## src/srp_map.vh

```
/*
 serial register port constants: frame layout, register indices, status bit positions,
 reset values. assumes inclusion by srp_serial_port.v only.
*/
`ifndef SRP_MAP_VH
`define SRP_MAP_VH
`define SRP_FRAME_BITS 16
`define SRP_CNT_W 5
`define SRP_ADDR_HI 15
`define SRP_ADDR_LO 12
`define SRP_WR_BIT 11
`define SRP_DATA_HI 10
`define SRP_DATA_LO 1
`define SRP_DATA_W 10
`define SRP_PREFIX_BITS 5
`define SRP_REG_PWM_TIMING 4'h0
`define SRP_REG_PWM_DITHER 4'h1
`define SRP_REG_CURRENT 4'h2
`define SRP_REG_DIAG_CFG 4'h3
`define SRP_REG_UNUSED 4'h4
`define SRP_REG_SINGLE_STEP 4'h5
`define SRP_REG_SYSTEM 4'h6
`define SRP_REG_STEP_LOW 4'h7
`define SRP_REG_STEP_HIGH 4'h8
`define SRP_REG_ACCEL 4'h9
`define SRP_REG_DECEL 4'ha
`define SRP_REG_START_RATE 4'hb
`define SRP_REG_RUN_RATE 4'hc
`define SRP_REG_STEP_READBACK 4'hd
`define SRP_REG_FAULT_MASK 4'he
`define SRP_REG_OVERCURRENT 4'hf
`define SRP_RST_PWM_TIMING 10'h094
`define SRP_RST_CURRENT 10'h270
`define SRP_RST_DIAG_CFG 10'h011
`define SRP_RST_SYSTEM 10'h020
`define SRP_RST_ZERO 10'h000
`define SRP_ST_SUMMARY 15
`define SRP_ST_POR 14
`define SRP_ST_SERIAL_ERR 13
`define SRP_ST_CMD_READY 12
`define SRP_ST_SEQ_ACTIVE 11
`define SRP_ST_OCB 2
`define SRP_ST_OCA 1
`define SRP_MASK_OCB 1
`define SRP_MASK_OCA 0
`define SRP_FAULT_W 8
`define SRP_SYS_SLEEP_BIT 9
`define SRP_SYS_SLEEP_REQ 10
`define SRP_SYS_DSR 4
`endif

```

## src/srp_serial_port.v

```verilog
/*
 four-wire serial register port of a stepper driver: 16-bit frames, odd parity,
 status prefix on read-back, fault mask, overcurrent detail register.
 assumes the serial clock, data in and strobe are asynchronous pins sampled on core_clk,
 and the serial clock is slow (200 ns) against core_clk (25 ns).
*/
`timescale 1ns/1ps
`include "srp_map.vh"

// Operation
// - strobe low: shift data-in on each serial clock rising edge.
// - strobe high: ignore serial clock, shift nothing.
// - data output released (enable low) whenever strobe is high.
// - after 16 bits, strobe rising edge latches word and acts on it.
// - wrong edge count: drop write, skip clearing, set serial-error flag.
// - serial-error flag cleared by valid write, external reset, sleep cycle, power-on.
// - after external-reset clear, monitor rearms only after one valid transfer.
// - frame msb first: address 15:12, write select 11, data 10:1, parity 0.
// - write select one stores data unless read-only; zero reads addressed register.
// - every frame has odd parity over 16 bits, generated fresh each transfer.
// - received frame with bad parity is not written.
// - output msb first, advancing on each serial clock falling edge.
// - summary fault flag driven as soon as strobe falls.
// - first five output bits are status bits 15:11 always.
// - write select one returns status bits 10:1 in data field.
// - register 15 read-only; write stores nothing, returns status.
// - fault mask covers every status fault bit except summary, power-on, serial-error.
// - masked monitor creates no fault state and sets no flag.
// - step count low register holds direction, run mode, low 8 bits; high holds upper 8.
// - single-step register holds home-reset bit and signed microstep amount.
// - summary flag high whenever any other status fault bit is set.
// - status bit 13 shows previous transfer failed.
module srp_serial_port #(
	parameter DATA_W = 10
) (
	input wire core_clk,
	input wire rst,
	input wire frame_strobe_n,
	input wire serial_clk,
	input wire serial_din,
	output reg serial_dout,
	output wire serial_dout_oe,
	input wire external_reset_n,
	input wire [`SRP_FAULT_W-1:0] monitor_faults,
	input wire [7:0] overcurrent_events,
	input wire command_ready,
	input wire step_sequence_active,
	input wire [DATA_W-1:0] step_readback_value,
	output wire [DATA_W-1:0] pwm_timing_cfg,
	output wire [DATA_W-1:0] pwm_dither_cfg,
	output wire [DATA_W-1:0] current_bridge_cfg,
	output wire [DATA_W-1:0] diagnostics_cfg,
	output wire [DATA_W-1:0] system_cfg,
	output wire step_angle_home_reset,
	output wire [5:0] microstep_move_amount,
	output wire step_direction,
	output wire continuous_run_select,
	output wire [7:0] step_count_low_bits,
	output wire [7:0] step_count_high_bits,
	output wire [DATA_W-1:0] acceleration_cfg,
	output wire [DATA_W-1:0] deceleration_cfg,
	output wire [DATA_W-1:0] start_rate_cfg,
	output wire [DATA_W-1:0] run_rate_cfg,
	output wire [DATA_W-1:0] fault_mask_cfg,
	output reg frame_done,
	output wire summary_fault_flag,
	output wire serial_error_flag
);

	function [DATA_W-1:0] reset_value;
		input [3:0] idx;
		begin
			case (idx)
				`SRP_REG_PWM_TIMING: reset_value = `SRP_RST_PWM_TIMING;
				`SRP_REG_CURRENT: reset_value = `SRP_RST_CURRENT;
				`SRP_REG_DIAG_CFG: reset_value = `SRP_RST_DIAG_CFG;
				`SRP_REG_SYSTEM: reset_value = `SRP_RST_SYSTEM;
				default: reset_value = `SRP_RST_ZERO;
			endcase
		end
	endfunction

	function is_writable;
		input [3:0] idx;
		begin
			is_writable = (idx != `SRP_REG_UNUSED) && (idx != `SRP_REG_STEP_READBACK) &&
				(idx != `SRP_REG_OVERCURRENT);
		end
	endfunction

	// pin synchronisers
	wire [3:0] pin_raw = {serial_din, external_reset_n, serial_clk, frame_strobe_n};
	wire [3:0] pin_s;
	genvar g;
	generate
		for (g = 0; g < 4; g = g + 1) begin : g_sync
			reg meta_r;
			reg sync_r;
			always @(posedge core_clk) begin
				if (rst) begin
					meta_r <= 1'b1;
					sync_r <= 1'b1;
				end else begin
					meta_r <= pin_raw[g];
					sync_r <= meta_r;
				end
			end
			assign pin_s[g] = sync_r;
		end
	endgenerate

	// edge detection on synchronised pins
	reg sck_prev_r;
	reg strb_prev_r;
	always @(posedge core_clk) begin
		if (rst) begin
			sck_prev_r <= 1'b1;
			strb_prev_r <= 1'b1;
		end else begin
			sck_prev_r <= pin_s[1];
			strb_prev_r <= pin_s[0];
		end
	end
	wire strb_s = pin_s[0];
	wire sck_s = pin_s[1];
	wire ext_rst_n_s = pin_s[2];
	wire din_s = pin_s[3];
	wire strb_fall = strb_prev_r & ~strb_s;
	wire strb_rise = ~strb_prev_r & strb_s;
	wire sck_rise = ~sck_prev_r & sck_s & ~strb_s;
	wire sck_fall = sck_prev_r & ~sck_s & ~strb_s;

	// register file
	reg [DATA_W-1:0] regs_r [0:15];
	reg [`SRP_FRAME_BITS-1:0] rx_r;
	reg [`SRP_FRAME_BITS-1:0] tx_r;
	reg [`SRP_CNT_W-1:0] cnt_r;
	reg overflow_r;
	reg serr_r;
	reg por_r;
	reg monitor_armed_r;
	reg ext_rst_prev_r;
	reg [`SRP_FAULT_W-1:0] fault_r;
	reg [7:0] oc_r;
	reg par_r;

	wire [3:0] rx_addr = rx_r[`SRP_ADDR_HI:`SRP_ADDR_LO];
	wire rx_wr = rx_r[`SRP_WR_BIT];
	wire parity_ok = ^rx_r;
	wire len_ok = (cnt_r == `SRP_FRAME_BITS) && !overflow_r;
	wire frame_ok = strb_rise && len_ok && parity_ok;
	wire sleep_write = frame_ok && rx_wr && (rx_addr == `SRP_REG_SYSTEM) &&
		(rx_r[`SRP_SYS_SLEEP_REQ] || rx_r[`SRP_SYS_SLEEP_BIT]);
	wire ext_pulse = ext_rst_prev_r & ~ext_rst_n_s;
	wire [DATA_W-1:0] fmask = regs_r[`SRP_REG_FAULT_MASK];
	wire dsr = regs_r[`SRP_REG_SYSTEM][`SRP_SYS_DSR];
	wire status_read = frame_ok && !rx_wr && !dsr;

	// status word
	wire oc_b = |oc_r[7:4];
	wire oc_a = |oc_r[3:0];
	reg [`SRP_FRAME_BITS-1:0] status;
	wire any_fault = por_r | serr_r | (|fault_r) | oc_a | oc_b;
	always @* begin
		status = 16'h0000;
		status[`SRP_ST_SUMMARY] = any_fault;
		status[`SRP_ST_POR] = por_r;
		status[`SRP_ST_SERIAL_ERR] = serr_r;
		status[`SRP_ST_CMD_READY] = command_ready;
		status[`SRP_ST_SEQ_ACTIVE] = step_sequence_active;
		status[`SRP_DATA_HI:`SRP_DATA_HI-`SRP_FAULT_W+1] = fault_r;
		status[`SRP_ST_OCB] = oc_b & ~fmask[`SRP_MASK_OCB];
		status[`SRP_ST_OCA] = oc_a & ~fmask[`SRP_MASK_OCA];
	end
	assign summary_fault_flag = any_fault;
	assign serial_error_flag = serr_r;

	// readback data of an address
	function [DATA_W-1:0] regs_data_of;
		input [3:0] a;
		begin
			case (a)
				`SRP_REG_UNUSED: regs_data_of = `SRP_RST_ZERO;
				`SRP_REG_STEP_READBACK: regs_data_of = step_readback_value;
				`SRP_REG_OVERCURRENT: regs_data_of = {2'h0, oc_r};
				default: regs_data_of = regs_r[a];
			endcase
		end
	endfunction

	// masks and frame positions
	wire [`SRP_FAULT_W-1:0] fault_allow = ~fmask[`SRP_DATA_HI-1:`SRP_DATA_LO+1];
	wire [7:0] oc_allow = {{4{~fmask[`SRP_MASK_OCB]}}, {4{~fmask[`SRP_MASK_OCA]}}};
	wire [`SRP_FAULT_W-1:0] fault_masked = monitor_faults & fault_allow;
	wire [7:0] oc_masked = overcurrent_events & oc_allow;
	wire oc_read = frame_ok && !rx_wr && (rx_addr == `SRP_REG_OVERCURRENT) && !dsr;
	wire fault_clear = status_read || ext_pulse || sleep_write;
	wire oc_clear = oc_read || ext_pulse || sleep_write;
	wire last_bit = (cnt_r == `SRP_FRAME_BITS - 1);
	wire prefix_done = (cnt_r == `SRP_PREFIX_BITS - 1);
	wire [DATA_W-1:0] field_data = din_s ? status[`SRP_DATA_HI:`SRP_DATA_LO] :
		regs_data_of(rx_r[`SRP_ADDR_HI-`SRP_ADDR_LO:0]);

	// receive shift register and edge count
	reg [`SRP_FRAME_BITS-1:0] rx_nxt;
	reg [`SRP_CNT_W-1:0] cnt_nxt;
	reg overflow_nxt;
	always @* begin
		rx_nxt = rx_r;
		cnt_nxt = cnt_r;
		overflow_nxt = overflow_r;
		if (strb_fall) begin
			cnt_nxt = 5'h00;
			overflow_nxt = 1'b0;
		end else if (sck_rise) begin
			rx_nxt = {rx_r[`SRP_FRAME_BITS-2:0], din_s};
			if (cnt_r == `SRP_FRAME_BITS)
				overflow_nxt = 1'b1;
			else
				cnt_nxt = cnt_r + 5'h01;
		end
	end

	always @(posedge core_clk) begin
		if (rst) begin
			rx_r <= 16'h0000;
			cnt_r <= 5'h00;
			overflow_r <= 1'b0;
		end else begin
			rx_r <= rx_nxt;
			cnt_r <= cnt_nxt;
			overflow_r <= overflow_nxt;
		end
	end

	// transmit shift register with running parity
	always @(posedge core_clk) begin
		if (rst) begin
			tx_r <= 16'h0000;
			par_r <= 1'b0;
			serial_dout <= 1'b0;
		end else if (strb_fall) begin
			tx_r <= {status[`SRP_FRAME_BITS-1:1], 1'b0};
			par_r <= status[`SRP_ST_SUMMARY];
			serial_dout <= status[`SRP_ST_SUMMARY];
		end else if (sck_rise && prefix_done) begin
			tx_r[`SRP_FRAME_BITS-2:0] <= {field_data, 5'h00};
		end else if (sck_fall) begin
			if (last_bit) begin
				serial_dout <= ~par_r;
			end else begin
				serial_dout <= tx_r[`SRP_FRAME_BITS-2];
				par_r <= par_r ^ tx_r[`SRP_FRAME_BITS-2];
			end
			tx_r <= {tx_r[`SRP_FRAME_BITS-2:0], 1'b0};
		end
	end

	// register file
	integer i;
	always @(posedge core_clk) begin
		if (rst) begin
			for (i = 0; i < 16; i = i + 1) begin
				regs_r[i] <= reset_value(i[3:0]);
			end
			frame_done <= 1'b0;
		end else begin
			frame_done <= frame_ok;
			if (frame_ok && rx_wr && is_writable(rx_addr))
				regs_r[rx_addr] <= rx_r[`SRP_DATA_HI:`SRP_DATA_LO];
		end
	end

	// serial error flag: a set wins over a clear
	always @(posedge core_clk) begin
		if (rst) begin
			serr_r <= 1'b0;
			monitor_armed_r <= 1'b1;
			ext_rst_prev_r <= 1'b1;
		end else begin
			ext_rst_prev_r <= ext_rst_n_s;
			if (frame_ok || ext_pulse || sleep_write)
				serr_r <= 1'b0;
			if (strb_rise && !frame_ok && monitor_armed_r)
				serr_r <= 1'b1;
			if (frame_ok)
				monitor_armed_r <= 1'b1;
			else if (ext_pulse)
				monitor_armed_r <= 1'b0;
		end
	end

	// fault latches: present events survive a clear
	always @(posedge core_clk) begin
		if (rst) begin
			por_r <= 1'b1;
			fault_r <= 8'h00;
			oc_r <= 8'h00;
		end else begin
			if (fault_clear) begin
				por_r <= 1'b0;
				fault_r <= fault_masked;
			end else begin
				fault_r <= fault_r | fault_masked;
			end
			if (oc_clear)
				oc_r <= oc_masked;
			else
				oc_r <= oc_r | oc_masked;
		end
	end

	assign serial_dout_oe = ~strb_s & ~strb_fall;
	assign pwm_timing_cfg = regs_r[`SRP_REG_PWM_TIMING];
	assign pwm_dither_cfg = regs_r[`SRP_REG_PWM_DITHER];
	assign current_bridge_cfg = regs_r[`SRP_REG_CURRENT];
	assign diagnostics_cfg = regs_r[`SRP_REG_DIAG_CFG];
	assign system_cfg = regs_r[`SRP_REG_SYSTEM];
	assign step_angle_home_reset = regs_r[`SRP_REG_SINGLE_STEP][9];
	assign microstep_move_amount = regs_r[`SRP_REG_SINGLE_STEP][5:0];
	assign step_direction = regs_r[`SRP_REG_STEP_LOW][9];
	assign continuous_run_select = regs_r[`SRP_REG_STEP_LOW][8];
	assign step_count_low_bits = regs_r[`SRP_REG_STEP_LOW][7:0];
	assign step_count_high_bits = regs_r[`SRP_REG_STEP_HIGH][7:0];
	assign acceleration_cfg = regs_r[`SRP_REG_ACCEL];
	assign deceleration_cfg = regs_r[`SRP_REG_DECEL];
	assign start_rate_cfg = regs_r[`SRP_REG_START_RATE];
	assign run_rate_cfg = regs_r[`SRP_REG_RUN_RATE];
	assign fault_mask_cfg = fmask;
endmodule

```

## config.mk

```make
export PLATFORM = sky130hd
export DESIGN_NAME = srp_serial_port
export DESIGN_NICKNAME = d
export VERILOG_FILES = /design/src/srp_serial_port.v
export VERILOG_INCLUDE_DIRS = /design/src
export SDC_FILE = /design/constraint.sdc
export NUM_CORES = 1
export LEC_CHECK = 0
export BUFFER_PORTS_ARGS = -buffer_cell sky130_fd_sc_hd__buf_2
export CAP_MARGIN = 30
export CELL_PAD_IN_SITES_DETAIL_PLACEMENT = 1
export CELL_PAD_IN_SITES_GLOBAL_PLACEMENT = 1
export CORE_MARGIN = 2
export CORE_UTILIZATION = 46
export DETAILED_ROUTE_END_ITERATION = 8
export MAX_ROUTING_LAYER = met4
export PLACE_DENSITY = 0.82
export REMOVE_ABC_BUFFERS = 1
export SYNTH_ARGS = -nofsm -noshare
export SYNTH_HDL_FRONTEND = slang
export SYNTH_SLANG_ARGS = --single-unit
```

## constraint.sdc

```tcl
create_clock -name core_clk -period 4.25 [get_ports core_clk]
set_input_delay 0.6375 -clock core_clk [delete_from_list [all_inputs] [get_ports core_clk]]
set_output_delay 0.6375 -clock core_clk [all_outputs]
set_load 0.02 [all_outputs]
```

# --- Word level (Yosys, flattened, before mapping) ---
# Memory sizes are Yosys's and may differ from the RTL's. A register that Yosys moved wholly into a read port is not among the register bits.
# Index checks and enable logic that the tools add are counted.
totals:
  register_bits: 69
  mem_bits_rw: 160
  in_bits: 34
  out_inout_bits: 130
  wordCells: 142
  n_memories: 1
classes:
  n_addsub: 1
  eq_ne: 13
  muxes: 32
  bitwise: 30
  n_reduce_logical: 42
mem_list:
  columns: ["memory", "depth", "word_bits", "read_ports", "rd_ports_with_merged_regs", "wr", "line", "source"]
  rows:
  - ["regs_r", 16, 10, 14, 1, 16, "srp_serial_port.v:134", "reg [DATA_W-1:0] regs_r [0:15];"]
op_table:
  columns: ["operator", "n"]
  rows:
  - ["$mux 10", 7]
  - ["$mux 15", 2]
  - ["$pmux 10 s3", 1]
  - ["$and 8x8->8", 2]
  - ["$logic_and 1x1->1", 16]
  - ["$mux 1", 16]
  - ["$mux 16", 1]
  - ["$mux 8", 2]
  - ["$or 8x8->8", 2]
  - ["$reduce_xor 16->1", 1]
  - ["$eq 4x4->1 const B", 3]
  - ["$mux 4", 3]
  - ["$and 1x1->1", 10]
  - ["$not 1->1", 10]
  - ["$reduce_or 10->1", 1]
  - ["$eq 4x3->1 const B", 2]
  - ["$ne 4x4->1 const B", 2]
  - ["$not 8->8", 1]
  - ["$reduce_and 2->1", 4]
  - ["$reduce_or 4->1", 2]
  - ["$reduce_or 8->1", 1]
  - ["$logic_or 1x1->1", 7]
  - ["$add 5x1->5 const B", 1]
  - ["$eq 5x3->1 const B", 1]
  - ["11 further kinds", 20]

# --- Longest topological paths before layout ---
depth:
  word_depth: 11
  ltp_mapped: 10
  ltp_nobuf: 8

# --- Least setup slack after synthesis ---
# OpenSTA, ideal clock, no wires.
synth_timing:
  path_kind: "register to register"
  startpoint: "register rx_r[1]"
  endpoint: "memory regs_r[10][0], enable pin"
  setup_ps: 391
  t_arrival_ps: 2570
  t_required_ps: 3859
  slack_ps: 1289
  path_stages_with_launch: 8
  n_path_buf: 0
  period_less_slack_ps: 2961
  path_cell_list: "dfxtp_1 inv_2 ha_1 xor2_1 xnor2_1 xnor3_2 nand4_1 o21ai_0"
synth_rtl:
  columns: ["element", "line", "source"]
  rows:
  - ["from (decl)", "srp_serial_port.v:135", "reg [`SRP_FRAME_BITS-1:0] rx_r;"]
  - ["from (signal assigned)", "srp_serial_port.v:230", "rx_r <= rx_nxt;"]
  - ["to (decl)", "srp_serial_port.v:134", null]

==> key figures <==
Logic synthesis
  – Post-synthesis mux area share: 9.601%
  – Syn_area_per_cell: 12.60 sq um
  – EDFF count, synth: 160
  – Synth Warn #: 0
  – XOR/XNOR Fraction of Synth Area: 1.215%
  – Cell area after synthesis: 10610 sq um
  – Library cells used by synthesis: 55
  – Adder-cell share of the synthesized area: 1.887%
  – Simple-Gate Fraction of Synth Area: 13.29%
  – Async S/R FF share, synth: 0%
  – Share of the yosys chip area belonging to registers: 59.07%
  – Post-synthesis register bit count: 233
  – Post-synthesis compound-gate area fraction: 9.519%
  – Post-Syn Instances: 842
  – Ys flop type: edfxtp_1
  – Largest family of logic cells by synthesized area: simple AND/OR/NAND/NOR gates

GRT
  – First-pass GRT wire length: 54940 um
  – Pin count of the biggest net entering global routing: 51
  – Grt ovf: 0
  – Antenna violations before repair: 0
  – Gr usage total: 31.42%
  – Vias in the first global route: 8429

Route
  – Vias: 8353
  – Drt pass-1 iters: 5
  – DR WL/cell: 28.57 um
  – Residual DRC count: 0
  – DR iter-0 viols: 945
  – DRT Wirelength: 37140 um
  – Routed vias/inst: 6.425
  – Post-DRT Antenna Nets: 0

Power
  – Clock network fraction of total power: 44.2%
  – Combinational Power Share: 5.3%
  – Switching part of the total: 23.00%
  – Leak: 4.681 nW
  – Pwr Density: 411.1 nW/um^2
  – Sw Pwr: 1.178 mW
  – P_int: 3.944 mW
  – Worst vdd ir: 0.3001 mV
  – Register share of total power: 50.5%

Worst setup path
  – Arrival time at the worst endpoint: 3.64 ns
  – Critical path launch point: rx_r[3]
  – Endpoint class of the critical path: register
  – Critical path peak fanout: 18
  – WP data required: 4.42 ns
  – Critical path class: reg2reg
  – Crit path to: regs_r[3][0]
  – Reg-to-Reg Start: rx_r[3]
  – Path depth of the worst reg2reg path: 7
  – R2R setup slack: 0.78 ns
  – Reg2reg end: regs_r[3][0]
  – Critical path startpoint category: register

Clocking
  – Hold_buf cts: 0
  – Clock sink count: 233
  – Root Buffer: clkbuf_16
  – CTS clk-pin slew, worst paths: 0.07 ns
  – TritonCTS buffer count: 25
  – Worst-Skew Late Latency: 0.54 ns
  – TritonCTS clock tree: built
  – H-tree depth: 1
  – Post_cts resized: 0
  – Setup bufs post-CTS: 0
  – CTS max path bufs: 3

Die
  – Std-Cell Core Area: 22640 sq um
  – Height of the die: 155.9 um
  – Die footprint: 24290 sq um
  – # IOs: 164
  – # rows: 55
  – Die W: 155.9 um
  – Initial Util: 46.85%

Cells and area
  – ANT cells: 0
  – Area growth, synth to finish: 17.46%
  – Post-Layout Cell Count: 1300
  – Commonest non-fill, non-tap cell in the layout: buf_2
  – Ratio of cells with drive above 1 in the final layout: 28.28%
  – Fin nets: 1046
  – Commonest non-fill, non-tap cells in the layout: buf_2, edfxtp_1, nor3_1

STA
  – Final Hold Fails: 0
  – RSZ-0062 raised after global routing: false
  – Final max-slew violation count: 0
  – Min Tclk post-route: 3.471 ns
  – Period utilization: 81.68%
  – Hold slack final: 0.3007 ns
  – Clk_skew: 0.02740 ns
  – Endpoints failing setup: 0
  – Relative slew slack: 40.83%
  – Worst-Margin Slew: 0.8863 ns
  – Setup TNS: 0 ns
  – Fmax: 0.2881 GHz

Flow run
  – Max_cap viols: 0

Status
  – Status: completed

Place
  – Placed Cells: 1253
  – Hpwl dp: 25890 um
  – Routability cong.: 0.9082
  – I/O Buffers: 163

Hold path
  – Hold WC Path Type: in2reg
-- stage by stage --
stage                     area (sq um)  power, mW  utilization, %  worst slack (ns)
after floorplan                  10260      2.743               -            0.2278
final                            12460      5.122           55.03            0.7785
after detailed placement         11590      2.895           51.21            0.9189
after CTS                        12430      5.127           54.91            0.8648
after global routing             12460      5.243           55.03            0.7132
after global placement           11590      2.882           51.17             1.119
-- sequential cells by signal, indices dropped and copies added (netlist names), named ones only --
signal,cells
overflow_r,1
rx_r,16
g_sync.meta_r,4
fault_r,8
sck_prev_r,1
strb_prev_r,1
cnt_r,5
g_sync.sync_r,2
ext_rst_prev_r,1
par_r,1
serial_error_flag,1
frame_done,1
serial_dout,1
ext_rst_n_s,1
monitor_armed_r,1
regs_r,160
din_s,1
oc_r,8
por_r,1
tx_r,14
-- how the worst min path moves through the flow --
stage / from / end / slack [ns] / cells after the start
after detailed placement: g_sync[2].meta_r / ext_rst_n_s / 0.40 / 1
after global placement: g_sync[0].meta_r / g_sync[0].sync_r / 0.39 / 1
after global routing: frame_strobe_n / g_sync[0].meta_r / 0.29 / 2
after CTS: serial_clk / g_sync[1].meta_r / 0.29 / 2
final: serial_clk / g_sync[1].meta_r / 0.30 / 2
after floorplan: g_sync[3].meta_r / din_s / 0.39 / 1
-- cells by family after synthesis --
group           Yosys count
compound gates          141
xor+xnor                 13
fa+ha+maj                16
buf+inv                 116
flops                   233
mux                      48
other cells               1
simple gates            274
-- worst max-delay path, cell delays in order (launching register included) --
cell and delay [ns]:
dfxtp_1 0.50, inv_2 0.21, ha_1 0.33, xnor2_1 0.15
xnor2_1 0.14, xnor3_2 0.56, and4_1 0.64, a21o_1 0.58
-- cell usage after synthesis (all sizes together) (12+ instances only) --
library cell  instances  area [sq um]
mux4                 43         968.4
dfxtp                73          1461
and2                 16         100.1
inv                  24         90.09
nor2                 30         112.6
a21oi                29         145.1
o21ai                20         100.1
nand3                15         75.07
clkbuf               49         183.9
buf                  36         270.3
ha                   16         200.2
edfxtp              160          4805
or2                  12         75.07
and3                 33         206.5
a22oi                18         135.1
nand2                52         195.2
nor3                 86         430.4
a22o                 25         219.0
-- final cells by class --
class | count | area (sq um)
clock inverters | 17 | 187.7
well taps | 285 | 356.6
flip-flops and latches | 233 | 6267
inverters | 31 | 116.4
repair buffers | 183 | 1001
clock buffers | 29 | 650.6
multi-input cells | 522 | 3880
fillers | 2354 | 10180
-- routing by layer --
metal | wire length [um] | up-vias | global-route usage, %
met4 | 1824 | 0 | 12.84
met3 | 3147 | 116 | 5.000
met1 | 14040 | 4242 | 39.46
met5 | 0 | - | -
li1 | - | 3448 | -
met2 | 18140 | 547 | 51.24
-- power groups by stage --
stage / Combinational, mW / Sequential (mW) / Clock (mW)
2_1_floorplan: 0.0994 / 2.64 / 0
3_3_place_gp: 0.257 / 2.62 / 0
3_5_place_dp: 0.268 / 2.63 / 0
4_1_cts: 0.272 / 2.58 / 2.27
5_1_grt: 0.291 / 2.59 / 2.36
6_report: 0.273 / 2.59 / 2.26
No activity file was read; power rests on OpenSTA's default activity.
